$ cat config.mk
export PLATFORM = sky130hd
export DESIGN_NAME = prescaled_timer_capture_match
export DESIGN_NICKNAME = d
export VERILOG_FILES = /design/src/timer_pkg.sv /design/src/prescaled_timer_capture_match.sv
export SDC_FILE = /design/constraint.sdc
export NUM_CORES = 1
export LEC_CHECK = 0
export BUFFER_PORTS_ARGS = -buffer_cell sky130_fd_sc_hd__buf_2
export CAP_MARGIN = 40
export CELL_PAD_IN_SITES_DETAIL_PLACEMENT = 0
export CELL_PAD_IN_SITES_GLOBAL_PLACEMENT = 2
export CORE_MARGIN = 5
export CORE_UTILIZATION = 41
export CTS_CLUSTER_DIAMETER = 30
export DETAILED_ROUTE_END_ITERATION = 8
export PLACE_DENSITY = 0.79
export SYNTH_ARGS = -nofsm -noshare
export SYNTH_HDL_FRONTEND = slang
export SYNTH_SLANG_ARGS = --single-unit
$ cat constraint.sdc
create_clock -name pclk -period 4.1 [get_ports pclk]
set_input_delay 0.82 -clock pclk [delete_from_list [all_inputs] [get_ports pclk]]
set_output_delay 0.82 -clock pclk [all_outputs]
set_load 0.005 [all_outputs]
$ cat src/timer_pkg.sv
// timer_pkg: register map, field positions and mode codes for the prescaled timer
// assumes: one 100 MHz peripheral clock, APB access with 32-bit aligned words
`default_nettype none

package timer_pkg;

	// ==========================================================
	// register byte offsets
	localparam logic [11:0] OFF_FLAGS = 12'h000;
	localparam logic [11:0] OFF_CTRL = 12'h004;
	localparam logic [11:0] OFF_COUNT = 12'h008;
	localparam logic [11:0] OFF_LIMIT = 12'h00c;
	localparam logic [11:0] OFF_DIV = 12'h010;
	localparam logic [11:0] OFF_ACTION = 12'h014;
	localparam logic [11:0] OFF_CMP0 = 12'h018;
	localparam logic [11:0] OFF_CMP1 = 12'h01c;
	localparam logic [11:0] OFF_CMP2 = 12'h020;
	localparam logic [11:0] OFF_CMP3 = 12'h024;
	localparam logic [11:0] OFF_EDGE = 12'h028;
	localparam logic [11:0] OFF_CAP0 = 12'h02c;
	localparam logic [11:0] OFF_CAP1 = 12'h030;
	localparam logic [11:0] OFF_PINS = 12'h03c;
	localparam logic [11:0] OFF_SOURCE = 12'h070;
	localparam logic [11:0] OFF_PWM = 12'h074;

	// ==========================================================
	// field positions
	localparam int CTRL_ENABLE = 0;
	localparam int CTRL_CLEAR = 1;
	localparam int FLAG_CAP_BASE = 4;
	localparam int ACT_INT = 0;
	localparam int ACT_RST = 1;
	localparam int ACT_STOP = 2;
	localparam int ACT_STRIDE = 3;
	localparam int EDGE_RISE = 0;
	localparam int EDGE_FALL = 1;
	localparam int EDGE_INT = 2;
	localparam int EDGE_STRIDE = 3;
	localparam int PIN_ACT_BASE = 4;
	localparam int SOURCE_SEL = 2;

	// widths of implemented fields
	localparam int FLAGS_W = 6;
	localparam int CTRL_W = 2;
	localparam int ACT_W = 12;
	localparam int EDGE_W = 6;
	localparam int PINS_W = 12;
	localparam int SOURCE_W = 3;
	localparam int PWM_W = 4;

	// ==========================================================
	// reset values
	localparam logic [31:0] RESET_WORD = 32'h0000_0000;

	// ==========================================================
	// count source and pin action codes
	typedef enum logic [1:0] {
		COUNT_TIMER = 2'b00,
		COUNT_RISE = 2'b01,
		COUNT_FALL = 2'b10,
		COUNT_BOTH = 2'b11
	} count_mode_e;

	typedef enum logic [1:0] {
		PIN_KEEP = 2'b00,
		PIN_LOW = 2'b01,
		PIN_HIGH = 2'b10,
		PIN_TOGGLE = 2'b11
	} pin_action_e;

	// all state of the timer block
	typedef struct packed {
		logic [FLAGS_W-1:0] flags;
		logic [CTRL_W-1:0] ctrl;
		logic [31:0] count;
		logic [31:0] limit;
		logic [31:0] div;
		logic [ACT_W-1:0] action;
		logic [3:0][31:0] cmp;
		logic [EDGE_W-1:0] edges;
		logic [1:0][31:0] cap;
		logic [PINS_W-1:0] pins;
		logic [SOURCE_W-1:0] source;
		logic [PWM_W-1:0] pwm;
		logic [1:0] sync1;
		logic [1:0] sync2;
		logic [1:0] prev;
	} timer_state_s;

endpackage : timer_pkg

`default_nettype wire
$ cat src/prescaled_timer_capture_match.sv
// prescaled_timer_capture_match: 32-bit timer with prescaler, four compares, two captures
// assumes: APB master on pclk, capture inputs asynchronous to pclk, zero wait states
`default_nettype none

module prescaled_timer_capture_match
	import timer_pkg::*;
(
	input wire logic pclk,
	input wire logic presetn,
	input wire logic psel,
	input wire logic penable,
	input wire logic pwrite,
	input wire logic [11:0] paddr,
	input wire logic [31:0] pwdata,
	output logic [31:0] prdata,
	output logic pready,
	output logic pslverr,
	input wire logic [1:0] capture_input,
	output logic [3:0] compare_output
);

	// ==========================================================
	// state
	timer_state_s state_reg;
	timer_state_s state_next;

	logic bus_wr;
	logic bus_acc;
	logic addr_hit;
	logic [1:0] rise;
	logic [1:0] fall;
	logic [1:0] cap_evt;
	logic cnt_edge;
	logic counting;
	logic tick;
	logic [3:0] match;
	logic any_rst;
	logic any_stop;
	pin_action_e act;

	// ==========================================================
	// apb decode
	assign bus_acc = psel & penable;
	assign bus_wr = bus_acc & pwrite;
	assign pready = 1'b1;
	assign pslverr = bus_acc & ~addr_hit;

	// address hit for mapped registers
	always_comb begin
		if (paddr == OFF_FLAGS || paddr == OFF_CTRL || paddr == OFF_COUNT) begin
			addr_hit = 1'b1;
		end else if (paddr == OFF_LIMIT || paddr == OFF_DIV || paddr == OFF_ACTION) begin
			addr_hit = 1'b1;
		end else if (paddr == OFF_CMP0 || paddr == OFF_CMP1) begin
			addr_hit = 1'b1;
		end else if (paddr == OFF_CMP2 || paddr == OFF_CMP3) begin
			addr_hit = 1'b1;
		end else if (paddr == OFF_EDGE || paddr == OFF_CAP0 || paddr == OFF_CAP1) begin
			addr_hit = 1'b1;
		end else if (paddr == OFF_PINS || paddr == OFF_SOURCE || paddr == OFF_PWM) begin
			addr_hit = 1'b1;
		end else begin
			addr_hit = 1'b0;
		end
	end

	// read mux, reserved bits read zero
	always_comb begin
		prdata = RESET_WORD;
		if (!(psel && !pwrite)) begin
			prdata = RESET_WORD;
		end else if (paddr == OFF_FLAGS) begin
			prdata = {26'h0, state_reg.flags};
		end else if (paddr == OFF_CTRL) begin
			prdata = {30'h0, state_reg.ctrl};
		end else if (paddr == OFF_COUNT) begin
			prdata = state_reg.count;
		end else if (paddr == OFF_LIMIT) begin
			prdata = state_reg.limit;
		end else if (paddr == OFF_DIV) begin
			prdata = state_reg.div;
		end else if (paddr == OFF_ACTION) begin
			prdata = {20'h0, state_reg.action};
		end else if (paddr == OFF_CMP0) begin
			prdata = state_reg.cmp[0];
		end else if (paddr == OFF_CMP1) begin
			prdata = state_reg.cmp[1];
		end else if (paddr == OFF_CMP2) begin
			prdata = state_reg.cmp[2];
		end else if (paddr == OFF_CMP3) begin
			prdata = state_reg.cmp[3];
		end else if (paddr == OFF_EDGE) begin
			prdata = {26'h0, state_reg.edges};
		end else if (paddr == OFF_CAP0) begin
			prdata = state_reg.cap[0];
		end else if (paddr == OFF_CAP1) begin
			prdata = state_reg.cap[1];
		end else if (paddr == OFF_PINS) begin
			prdata = {20'h0, state_reg.pins};
		end else if (paddr == OFF_SOURCE) begin
			prdata = {29'h0, state_reg.source};
		end else if (paddr == OFF_PWM) begin
			prdata = {28'h0, state_reg.pwm};
		end
	end

	// ==========================================================
	// input edges, taken from the second synchroniser stage only
	assign rise = state_reg.sync2 & ~state_reg.prev;
	assign fall = ~state_reg.sync2 & state_reg.prev;

	// capture events per selected edge
	always_comb begin
		for (int j = 0; j < 2; j++) begin
			cap_evt[j] = (rise[j] & state_reg.edges[EDGE_STRIDE*j+EDGE_RISE])
				| (fall[j] & state_reg.edges[EDGE_STRIDE*j+EDGE_FALL]);
		end
	end

	// counter-mode edge on the chosen input
	always_comb begin
		case (count_mode_e'(state_reg.source[1:0]))
			COUNT_RISE: cnt_edge = rise[state_reg.source[SOURCE_SEL]];
			COUNT_FALL: cnt_edge = fall[state_reg.source[SOURCE_SEL]];
			COUNT_BOTH: cnt_edge = rise[state_reg.source[SOURCE_SEL]]
				| fall[state_reg.source[SOURCE_SEL]];
			default: cnt_edge = 1'b0;
		endcase
	end

	// ==========================================================
	// counting enable and timer tick
	assign counting = state_reg.ctrl[CTRL_ENABLE] & ~state_reg.ctrl[CTRL_CLEAR];
	always_comb begin
		if (state_reg.source[1:0] == COUNT_TIMER) begin
			tick = counting && (state_reg.div == state_reg.limit);
		end else begin
			tick = counting && cnt_edge;
		end
	end

	// compare matches are taken on the tick that leaves the matching value
	always_comb begin
		any_rst = 1'b0;
		any_stop = 1'b0;
		for (int i = 0; i < 4; i++) begin
			match[i] = tick && (state_reg.count == state_reg.cmp[i]);
			any_rst = any_rst | (match[i] & state_reg.action[ACT_STRIDE*i+ACT_RST]);
			any_stop = any_stop | (match[i] & state_reg.action[ACT_STRIDE*i+ACT_STOP]);
		end
	end

	// ==========================================================
	// next state
	always_comb begin
		state_next = state_reg;
		act = PIN_KEEP;

		// two-stage synchroniser and edge history
		state_next.sync1 = capture_input;
		state_next.sync2 = state_reg.sync1;
		state_next.prev = state_reg.sync2;

		// divider count runs only in timer mode
		if (counting && state_reg.source[1:0] == COUNT_TIMER) begin
			if (tick) begin
				state_next.div = 32'h0;
			end else begin
				state_next.div = state_reg.div + 32'h1;
			end
		end

		// timer count advance, wraps freely with no flag
		if (tick) begin
			if (any_rst) begin
				state_next.count = 32'h0;
			end else if (any_stop) begin
				state_next.count = state_reg.count;
			end else begin
				state_next.count = state_reg.count + 32'h1;
			end
		end
		if (any_stop) begin
			state_next.div = 32'h0;
			state_next.ctrl[CTRL_ENABLE] = 1'b0;
		end

		// interrupt flags: compare and capture events set
		for (int i = 0; i < 4; i++) begin
			if (match[i] && state_reg.action[ACT_STRIDE*i+ACT_INT]) begin
				state_next.flags[i] = 1'b1;
			end
		end
		for (int j = 0; j < 2; j++) begin
			if (cap_evt[j]) begin
				state_next.cap[j] = state_reg.count;
				if (state_reg.edges[EDGE_STRIDE*j+EDGE_INT]) begin
					state_next.flags[FLAG_CAP_BASE+j] = 1'b1;
				end
			end
		end

		// compare outputs: pulse-width level or match action
		for (int i = 0; i < 4; i++) begin
			act = pin_action_e'(state_reg.pins[PIN_ACT_BASE+2*i +: 2]);
			if (state_reg.pwm[i]) begin
				state_next.pins[i] = (state_reg.count >= state_reg.cmp[i]);
			end else if (match[i]) begin
				case (act)
					PIN_LOW: state_next.pins[i] = 1'b0;
					PIN_HIGH: state_next.pins[i] = 1'b1;
					PIN_TOGGLE: state_next.pins[i] = ~state_reg.pins[i];
					default: state_next.pins[i] = state_reg.pins[i];
				endcase
			end
		end

		// synchronous software reset holds both counters at zero
		if (state_reg.ctrl[CTRL_CLEAR]) begin
			state_next.count = 32'h0;
			state_next.div = 32'h0;
		end

		// bus writes; flag clear beats a same-cycle set only when the flag was already set
		if (bus_wr) begin
			if (paddr == OFF_FLAGS) begin
				state_next.flags = state_next.flags
					& ~(pwdata[FLAGS_W-1:0] & ~(state_next.flags & ~state_reg.flags));
			end else if (paddr == OFF_CTRL) begin
				state_next.ctrl = pwdata[CTRL_W-1:0];
			end else if (paddr == OFF_COUNT) begin
				state_next.count = pwdata;
			end else if (paddr == OFF_LIMIT) begin
				state_next.limit = pwdata;
			end else if (paddr == OFF_DIV) begin
				state_next.div = pwdata;
			end else if (paddr == OFF_ACTION) begin
				state_next.action = pwdata[ACT_W-1:0];
			end else if (paddr == OFF_CMP0) begin
				state_next.cmp[0] = pwdata;
			end else if (paddr == OFF_CMP1) begin
				state_next.cmp[1] = pwdata;
			end else if (paddr == OFF_CMP2) begin
				state_next.cmp[2] = pwdata;
			end else if (paddr == OFF_CMP3) begin
				state_next.cmp[3] = pwdata;
			end else if (paddr == OFF_EDGE) begin
				state_next.edges = pwdata[EDGE_W-1:0];
			end else if (paddr == OFF_PINS) begin
				state_next.pins = pwdata[PINS_W-1:0];
			end else if (paddr == OFF_SOURCE) begin
				state_next.source = pwdata[SOURCE_W-1:0];
			end else if (paddr == OFF_PWM) begin
				state_next.pwm = pwdata[PWM_W-1:0];
			end
		end
	end

	// ==========================================================
	// state register, all zero at reset
	always_ff @(posedge pclk or negedge presetn) begin
		if (!presetn) begin
			state_reg <= '0;
		end else begin
			state_reg <= state_next;
		end
	end

	// compare pins come straight from the stored levels
	assign compare_output = state_reg.pins[3:0];

endmodule : prescaled_timer_capture_match

`default_nettype wire

# == After elaboration in Yosys (flattened, before gate mapping) ==
# Index checks and enable logic that the tools add are counted.
# word_totals
word_cells,253
regBits,339
output_inout_bits,38
# classes
bitwise_logic,54
n_mux,100
n_reduce_logical,36
magnitude_cmp,5
n_eq_ne,35
addsub,2
# ops
op,n
$mux W32,30
$mux W250,1
$mux W244,1
$mux W242,1
$mux W210,1
$mux W178,1
$eq A32 B32 Y1,5
$mux W146,1
$mux W134,1
$mux W11,12
$ge A32 B32 Y1,4
$mux W96,1
$eq A12 B6 Y1 const B,6
$add A32 B1 Y32 const B,2
$mux W64,1
$eq A12 B5 Y1 const B,4
$mux W6,6
$mux W1,28
$eq A12 B4 Y1 const B,2
$eq A12 B7 Y1 const B,2
$mux W12,2
$eq A2 B2 Y1 const B,10
$mux W4,5
$not A1 Y1,19
other kinds (29),86

# == Longest topological paths before layout ==
# Gate-level depths: netlist (run 1).
# logic_depth
depth_word,24
mapped_depth,12
mapped_depth_nobuf,10

# == Least setup slack after synthesis (run 1) ==
# No wires, ideal clock.
# synth_path
kind,input to output
from,input paddr[9]
to,output prdata[0]
path_slack_ns,0.276
arrival_ns,3.004
path_stages,10
t_required_ns,3.280
path_cell_list,or4_4 -> buf_6 -> or4_1 -> buf_2 -> nor3_2 -> o41ai_1 -> a221oi_1 -> o21ai_1 -> a221oi_2 -> o31ai_2
# synth_via
elab_chain_cells,18
word_cells_on_any_way,33
cone_classes,15 x eq/ne; 17 x mux; 1 x reduce/logical
# synth_rtl
element,line_no,source
from (decl),prescaled_timer_capture_match.sv:13,"input wire logic [11:0] paddr,"
$eq A12 B7 Y1,prescaled_timer_capture_match.sv:102,end else if (paddr == OFF_PWM) begin
$mux W4,prescaled_timer_capture_match.sv:102,
$mux W4,prescaled_timer_capture_match.sv:100,end else if (paddr == OFF_SOURCE) begin
$mux W12,prescaled_timer_capture_match.sv:98,end else if (paddr == OFF_PINS) begin
$mux W32,prescaled_timer_capture_match.sv:96,end else if (paddr == OFF_CAP1) begin
$mux W32,prescaled_timer_capture_match.sv:94,end else if (paddr == OFF_CAP0) begin
$mux W32,prescaled_timer_capture_match.sv:92,end else if (paddr == OFF_EDGE) begin
$mux W32,prescaled_timer_capture_match.sv:90,end else if (paddr == OFF_CMP3) begin
[2 not listed],n/a,
$mux W32,prescaled_timer_capture_match.sv:84,end else if (paddr == OFF_CMP0) begin
$mux W32,prescaled_timer_capture_match.sv:82,end else if (paddr == OFF_ACTION) begin
$mux W32,prescaled_timer_capture_match.sv:80,end else if (paddr == OFF_DIV) begin
$mux W32,prescaled_timer_capture_match.sv:78,end else if (paddr == OFF_LIMIT) begin
$mux W32,prescaled_timer_capture_match.sv:76,end else if (paddr == OFF_COUNT) begin
$mux W32,prescaled_timer_capture_match.sv:74,end else if (paddr == OFF_CTRL) begin
$mux W32 *,prescaled_timer_capture_match.sv:72,end else if (paddr == OFF_FLAGS) begin
$mux W32 *,prescaled_timer_capture_match.sv:70,if (!(psel && !pwrite)) begin
to (decl),prescaled_timer_capture_match.sv:15,"output logic [31:0] prdata,"
# Every way passes the cells marked *; elsewhere a longest branch is shown, timed or not.

# == Worst setup path in the final report (run 1) ==
# layout_path
from,input paddr[10]
to,output prdata[11]
# layout_via
elab_chain_cells,16
word_cells_on_any_way,29
cone_classes,13 x eq/ne; 15 x mux; 1 x reduce/logical
# layout_rtl
element,line_no,source
$eq A12 B6 Y1,prescaled_timer_capture_match.sv:98,
$mux W12,prescaled_timer_capture_match.sv:98,
$mux W32,prescaled_timer_capture_match.sv:96,
$mux W32,prescaled_timer_capture_match.sv:94,
$mux W32,prescaled_timer_capture_match.sv:92,
$mux W32,prescaled_timer_capture_match.sv:90,
$mux W32,prescaled_timer_capture_match.sv:88,end else if (paddr == OFF_CMP2) begin
$mux W32,prescaled_timer_capture_match.sv:86,end else if (paddr == OFF_CMP1) begin
$mux W32,prescaled_timer_capture_match.sv:84,
$mux W32,prescaled_timer_capture_match.sv:82,
$mux W32,prescaled_timer_capture_match.sv:80,
$mux W32,prescaled_timer_capture_match.sv:78,
$mux W32,prescaled_timer_capture_match.sv:76,
$mux W32,prescaled_timer_capture_match.sv:74,
$mux W32 *,prescaled_timer_capture_match.sv:72,
$mux W32 *,prescaled_timer_capture_match.sv:70,
# Marked as above.

==> results of run 1 <==
==> worst max-delay path, cell delays in order <==
cell	delay [ns]
buf_6	0.09
or4_4	0.59
or4_4	0.52
buf_4	0.16
buf_4	0.15
nor2_4	0.10
buf_12	0.15
buf_4	0.20
buf_4	0.16
a22oi_1	0.08
o22ai_1	0.23
buf_2	0.15
==> metrics by stage <==
step | setup slack (ns) | area [sq um] | utilization, % | instances | hold slack (ns)
floorplan | 0.276 | 20400 | - | 2071 | 0.331
global placement | -0.306 | 22400 | 45.8 | 2856 | 0.338
finish | -0.127 | 26800 | 54.5 | 3061 | 0.194
detailed placement | -0.295 | 22500 | 45.9 | 2860 | 0.337
global route | -0.172 | 26800 | 54.5 | 3061 | 0.220
CTS | -0.112 | 26300 | 53.7 | 3045 | 0.203
==> power groups by stage <==
stage | clock network [mW] | logic [mW] | registers, mW
final | 7.99 | 0.851 | 3.51
after floorplan | 0 | 0.425 | 3.51
after CTS | 8.06 | 0.840 | 3.51
after detailed placement | 0 | 0.831 | 3.55
after global placement | 0 | 0.817 | 3.55
after global routing | 8.26 | 0.918 | 3.51
==> final cells by class <==
type,instances,share of cell area [%]
flip-flops and latches,339,31.7
clock buffers,133,10.5
multi-input cells,1474,41.7
inverters,140,1.96
well taps,664,3.11
clock inverters,46,2.61
repair buffers,265,8.38
==> per-layer routing <==
metal	vias to the layer above	GRT usage, %	wire [um]	part of all wire (%)
met2	688	47.9	38400	48
met1	9087	38.2	33900	42
met4	2	10.4	3480	4.3
met5	-	0	13	0.016
met3	186	5.31	4940	6.1
li1	8071	-	-	-
==> cells in the final DEF (no fill, tap or decap), types with 8 or more instances in the layout <==
master       n
nor4_4       8
xnor2_1     23
o21ai_0    162
a221oi_1    27
o221ai_1    21
buf_6       13
inv_1      140
nand4_1     48
nor3_1      31
nand2_2      8
xor2_1      70
and4_1      11
a211oi_1     9
nor3_2      12
buf_12      26
nand2_1    220
bufinv_16   16
a21oi_2     12
a21o_1      15
o21ai_1      8
clkbuf_16  102
and3_1      16
a21oi_1     64
clkbuf_8    20
buf_2       84
mux2_2     186
nor4_1      28
ha_1       130
nor2_1      53
dfrtp_1    339
buf_4      136
a22oi_2      8
a22oi_1     44
a31oi_1     11
o22ai_1     26
nand3_1     53
nor2b_1     14
clkbuf_1    14
clkinv_2    21
==> what timing repair did <==
action / in CTS / in global routing
endpoints found under the setup margin: 24 / 32
setup buffers: 8 / 14
cloned: 0 / 4
gates resized for setup: 54 / 43
pin swaps: 48 / 26
==> cell families (layout without fill, tap and decap cells) <==
family / Yosys count / count (layout) / synth area share (%)
simple gates: 574 / 574 / 14.8
xor+xnor: 93 / 93 / 4.00
flops: 339 / 339 / 41.6
other cells: 1 / 1 / 0.0184
buf+inv: 258 / 584 / 5.70
compound gates: 485 / 485 / 15.3
mux: 191 / 191 / 10.6
fa+ha+maj: 130 / 130 / 7.98
==> path summary, 6_finish.rpt <==
check | from | endpoint | slack [ns] | cells past startpoint
hold / removal | presetn | state_reg[111]$_DFFE_PN0P_ | 0.19 | 1
setup / recovery | paddr[10] | prdata[11] | -0.13 | 12
setup reg to reg | state_reg[315]$_DFF_PN0_ | state_reg[306]$_DFF_PN0_ | 0.51 | 10
hold reg to reg | state_next[3]$_DFF_PN0_ | state_next[1]$_DFF_PN0_ | 0.36 | 0
min in group pclk | capture_input[0] | state_next[2]$_DFF_PN0_ | 0.32 | 1
max in group asynchronous | presetn | state_next[2]$_DFF_PN0_ | 2.91 | 2
==> impl_results.md, run 1 <==
* Run status: complete, but fails checks
* Failing checks: setup timing
* Die W at about 230 um
* Detailed Route Iter0 Violations at 1625
* Clock buffer count from CTS at 96
* Setup violators final at 10
* Worst setup margin at -0.127 ns
* Syn-to-layout area delta at 31.2%
* Root Driver: clkbuf_16
* IO Pins at 89
* Max cap viols at 0
* Diode count at 0
* Clock power share at 64.7%
* #FFs+latches synth at around 340
* Net count after synthesis at approximately 2300
* Min Tclk post-route at roughly 4.2 ns
* Switch share at 23.6%
* Routed Antenna Nets at 0
* CTS Hold Bufs at 0
* Crit path max fanout at 8
* Worst-Margin Slew at 0.827 ns
* Via-to-Cell Ratio at around 5.9
* CTS tree: done
* Max transition margin at between 40% and 50%
* Clk_skew at ~0.019 ns
* Power share of the combinational group at between 6 and 7%
* Mean Syn Cell Area at roughly 9.8 sq um
* Largest net degree at the start of global routing at 90
* Clk_lat worst skew at about 0.63 ns
* Int Power at 9.44 mW
* Global-route wire length before repair at 118000 um
* Crit path capture type: output port
* Peak supply drop at 0.306 mV
* Clock slew seen by the registers of the worst setup and hold paths at ~0.040 ns
* Cell Rows at just over 80
* Commonest register cell after synthesis: dfrtp_1
* Drt pass-1 iters at 6
* RSZ-0062 raised after global routing: yes
* Synth cell types at a little over 90
* Largest cells by area after synthesis: dfrtp_1 42%, mux2_2 10%, ha_1 8.0%, nand2_1 4.1%, o21ai_0 4.0%
* PwrDens at approximately 460 nW/um^2
* WL final at just over 80000 um
* H-tree Lvls at 3
* Max FFs per register at around 330
* Dominant cell type by area after synthesis: dfrtp_1
* Crit path launch type: primary input
* Layout fillers at between 4000 and 5000
* Mapped Cells at slightly above 2000
* Total track usage at 29.0%
* Area of the core at between 40000 and 50000 sq um
* Final Max Tran Viols at 0
* Post-synth top cells: 339 x dfrtp_1, 224 x nand2_1, 186 x mux2_2, 163 x o21ai_0, 140 x inv_1
* Initial antenna violation count at 1
* Worst hold path type: in -> async
* WP data arrival at between 3 and 4 ns
* Routability cong. at about 1
* Vias in the first global route at 18100
* Drt wl/cell at 26.4 um
* Synth async-reset ratio at between 90% and 100%
* TNS Setup at -0.703 ns
* GR Overflow Total at 0
* Post-synthesis sequential area ratio at between 40% and 50%
* Fin nets at ~2500
* Synthesis Warnings at 0
* Critical path class: in -> out
* Pwr Total at 12.4 mW
* Buffers from clock root to sink, at most at 3
* Fmax at about 240 MHz
* I/O Buffers at 87
* Die Footprint at about 54000 sq um
* Multi-input logic area at around 11000 sq um
* Remaining routing DRC violations at 0
* Sw power at a little under 3 mW
* Leak pwr at approximately 12 nW
* Num Clock Sinks at roughly 340
* Final hold vios at 0
* FF+latch area at roughly 8500 sq um
* Final period utilization at 103%
* Final HPWL DP at slightly below 60000 um
* Cell Area, Synth at a little over 20000 sq um
* Via Count at 18000
* Worst endpoint required time at ~3.3 ns
* Fraction of layout cells with a size suffix above 1 at 30.8%
* Sequential share of power at between 20% and 30%
* Most instantiated library cell after synthesis: dfrtp_1
* Die height at 233 um
* Number of synthesized flops with an enable pin at 0
* Initial Utilization at between 40% and 50%
* Post-synth top area share at approximately two fifths
No activity file was read; power rests on OpenSTA's default activity.
==> run 2: changes to the inputs <==
--- a/config.mk
+++ b/config.mk
@@ -9,6 +9,7 @@
 export CAP_MARGIN = 40
 export CELL_PAD_IN_SITES_DETAIL_PLACEMENT = 0
 export CELL_PAD_IN_SITES_GLOBAL_PLACEMENT = 2
+export CORE_ASPECT_RATIO = 1.4
 export CORE_MARGIN = 5
 export CORE_UTILIZATION = 41
 export CTS_CLUSTER_DIAMETER = 30
==> impl_results.md, run 2 (synthesis gave the netlist of run 1 again) <==
* Fraction of layout cells with a size suffix above 1 at between 30% and 40%
* Crit path launch type: primary input
* H-tree Lvls at 3
* Largest net degree at the start of global routing at about 130
* Clk_lat worst skew at 0.60 ns
* Max transition margin at roughly a third
* Buffers from clock root to sink, at most at 3
* Cell Rows at between 90 and 100
* Initial Utilization at just over 40%
* Final HPWL DP at 60200 um
* Area of the core at 49100 sq um
* Worst R2R Start: state_reg[324]$_DFF_PN0_
* PwrDens at between 400 and 500 nW/um^2
* CTS tree: done
* Max cap viols at 0
* WP data arrival at 3.48 ns
* Leak pwr at approximately 12 nW
* Critical path class: in -> out
* Die W at 198 um
* Remaining routing DRC violations at 0
* Vias in the first global route at 18600
* Diode count at 0
* Root Driver: clkbuf_16
* Clock buffer count from CTS at around 80
* Num Clock Sinks at 339
* Critical path buffer and inverter count at 5
* Via Count at 18100
* Setup violators final at 29
* Routed Antenna Nets at 0
* Max FFs per register at roughly 330
* Syn-to-layout area delta at 30.7%
* WL final at roughly 84000 um
* FF+latch area at 8480 sq um
* Failing checks: setup timing
* Worst endpoint required time at roughly 3.3 ns
* Final Max Tran Viols at 0
* RSZ-0062 raised after global routing: yes
* Die height at 274 um
* Crit path max fanout at 7
* TNS Setup at -1.93 ns
* Worst setup margin at -0.202 ns
* Die Footprint at 54300 sq um
* Run status: complete, but fails checks
* IO Pins at between 80 and 90
* Final hold vios at 0
* Routability cong. at between 0.9 and 1
* Slowest stage delay, CP at about 0.61 ns
* CP Cell Sequence: buf_6, or4_4, nor4_4, buf_4, buf_6, a221oi_4, o41ai_4, a221oi_4, o21ai_2, a221oi_2, o31ai_2, buf_4, buf_6
* Drt wl/cell at roughly 28 um
* Worst-Margin Slew at 0.987 ns
* Drt pass-1 iters at 6
* CP most frequent cell: buf_6
* GR Overflow Total at 0
* Crit path from: paddr[9]
* Fin nets at between 2000 and 3000
* Detailed Route Iter0 Violations at ~1400
* Clock slew seen by the registers of the worst setup and hold paths at 0.05 ns
* Final period utilization at 105%
* Min Tclk post-route at between 4 and 5 ns
* Crit path max-delay cell type: or4_4
* Fin cells at ~3000
* Via-to-Cell Ratio at about 6.0
* Fmax at 232 MHz
* Worst hold path type: in -> async
* Commonest non-fill, non-tap cell in the layout: dfrtp_1
* Crit path capture type: output port
* Initial antenna violation count at 0
* Multi-input logic area at 11400 sq um
* Layout fillers at 4360
* Placed cells at ~2800
* CP top delay family: compound AO/OA/AOI/OAI gates
* I/O Buffers at 87
* Total track usage at between 30% and 40%
* Global-route wire length before repair at approximately 120000 um
* Most frequent cells in the layout: 339 x dfrtp_1, 216 x nand2_1, 186 x mux2_2
* Peak supply drop at about 0.32 mV
* Clk_skew at between 0.02 and 0.03 ns
[run 2: cell types whose count changed in the layout (fill, tap and decap cells not counted), sizes merged]
cell / before / now
buf: 262 / 290
clkinvlp: 4 / 10
inv: 143 / 151
clkinv: 23 / 21
bufinv: 16 / 12
clkbuf: 136 / 91
[run 2: report_power, final]
part	switching (mW)	internal, mW	total, mW
combinational	0.555	0.292	0.846
sequential	0.0854	3.41	3.49
clock	2.14	4.39	6.53
total	2.78	8.09	10.9
[run 2: worst paths after layout]
kind	endpoint	slack [ns]	depth (start not counted)
setup / recovery	prdata[0]	-0.20	13
hold / removal	state_reg[74]$_DFFE_PN0N_	0.02	1
setup reg to reg	state_reg[325]$_DFF_PN0_	0.40	11
hold reg to reg	state_next[0]$_DFF_PN0_	0.35	0
max in group asynchronous	state_reg[159]$_DFFE_PN0P_	3.09	2
min in group pclk	state_next[0]$_DFF_PN0_	0.35	0
[run 2: area by class of cell]
type,instances,share of cell area [%]
multi-input cells,1474,42.7
clock buffers,86,7.70
inverters,140,1.97
flip-flops and latches,339,31.8
repair buffers,295,10.3
clock inverters,54,2.54
well taps,637,2.99
[run 2: per-stage QoR]
stage / total power [mW] / instance area (sq um) / setup WS, ns / hold slack [ns] / utilization [%]
floorplan: 3.93 / 20400 / 0.276 / 0.331 / -
global placement: 4.35 / 22500 / -0.397 / 0.340 / 45.8
detailed placement: 4.36 / 22500 / -0.381 / 0.342 / 45.9
CTS: 10.9 / 25900 / -0.165 / 0.00143 / 52.6
global route: 11.2 / 26700 / -0.311 / 0.0146 / 54.3
finish: 10.9 / 26700 / -0.202 / 0.0241 / 54.3
[run 2: layer usage]
layer  GRT usage, %  wire length (um)  up-vias
li1               -                 -     8095
met1           35.8             32000     9078
met2           52.4             42600      720
met3           4.35              4600      249
met4           16.6              5200        0
met5              0                 0        -
[run 2: timing repair]
item | 4_1_cts | 5_1_grt
hold endpoints to repair | 0 | 0
cloned | 5 | 6
gates resized for setup | 76 | 100
hold buffers | 0 | 0
buffers inserted | 16 | 27
pin swaps | 32 | 70
setup endpoints to repair | 32 | 32
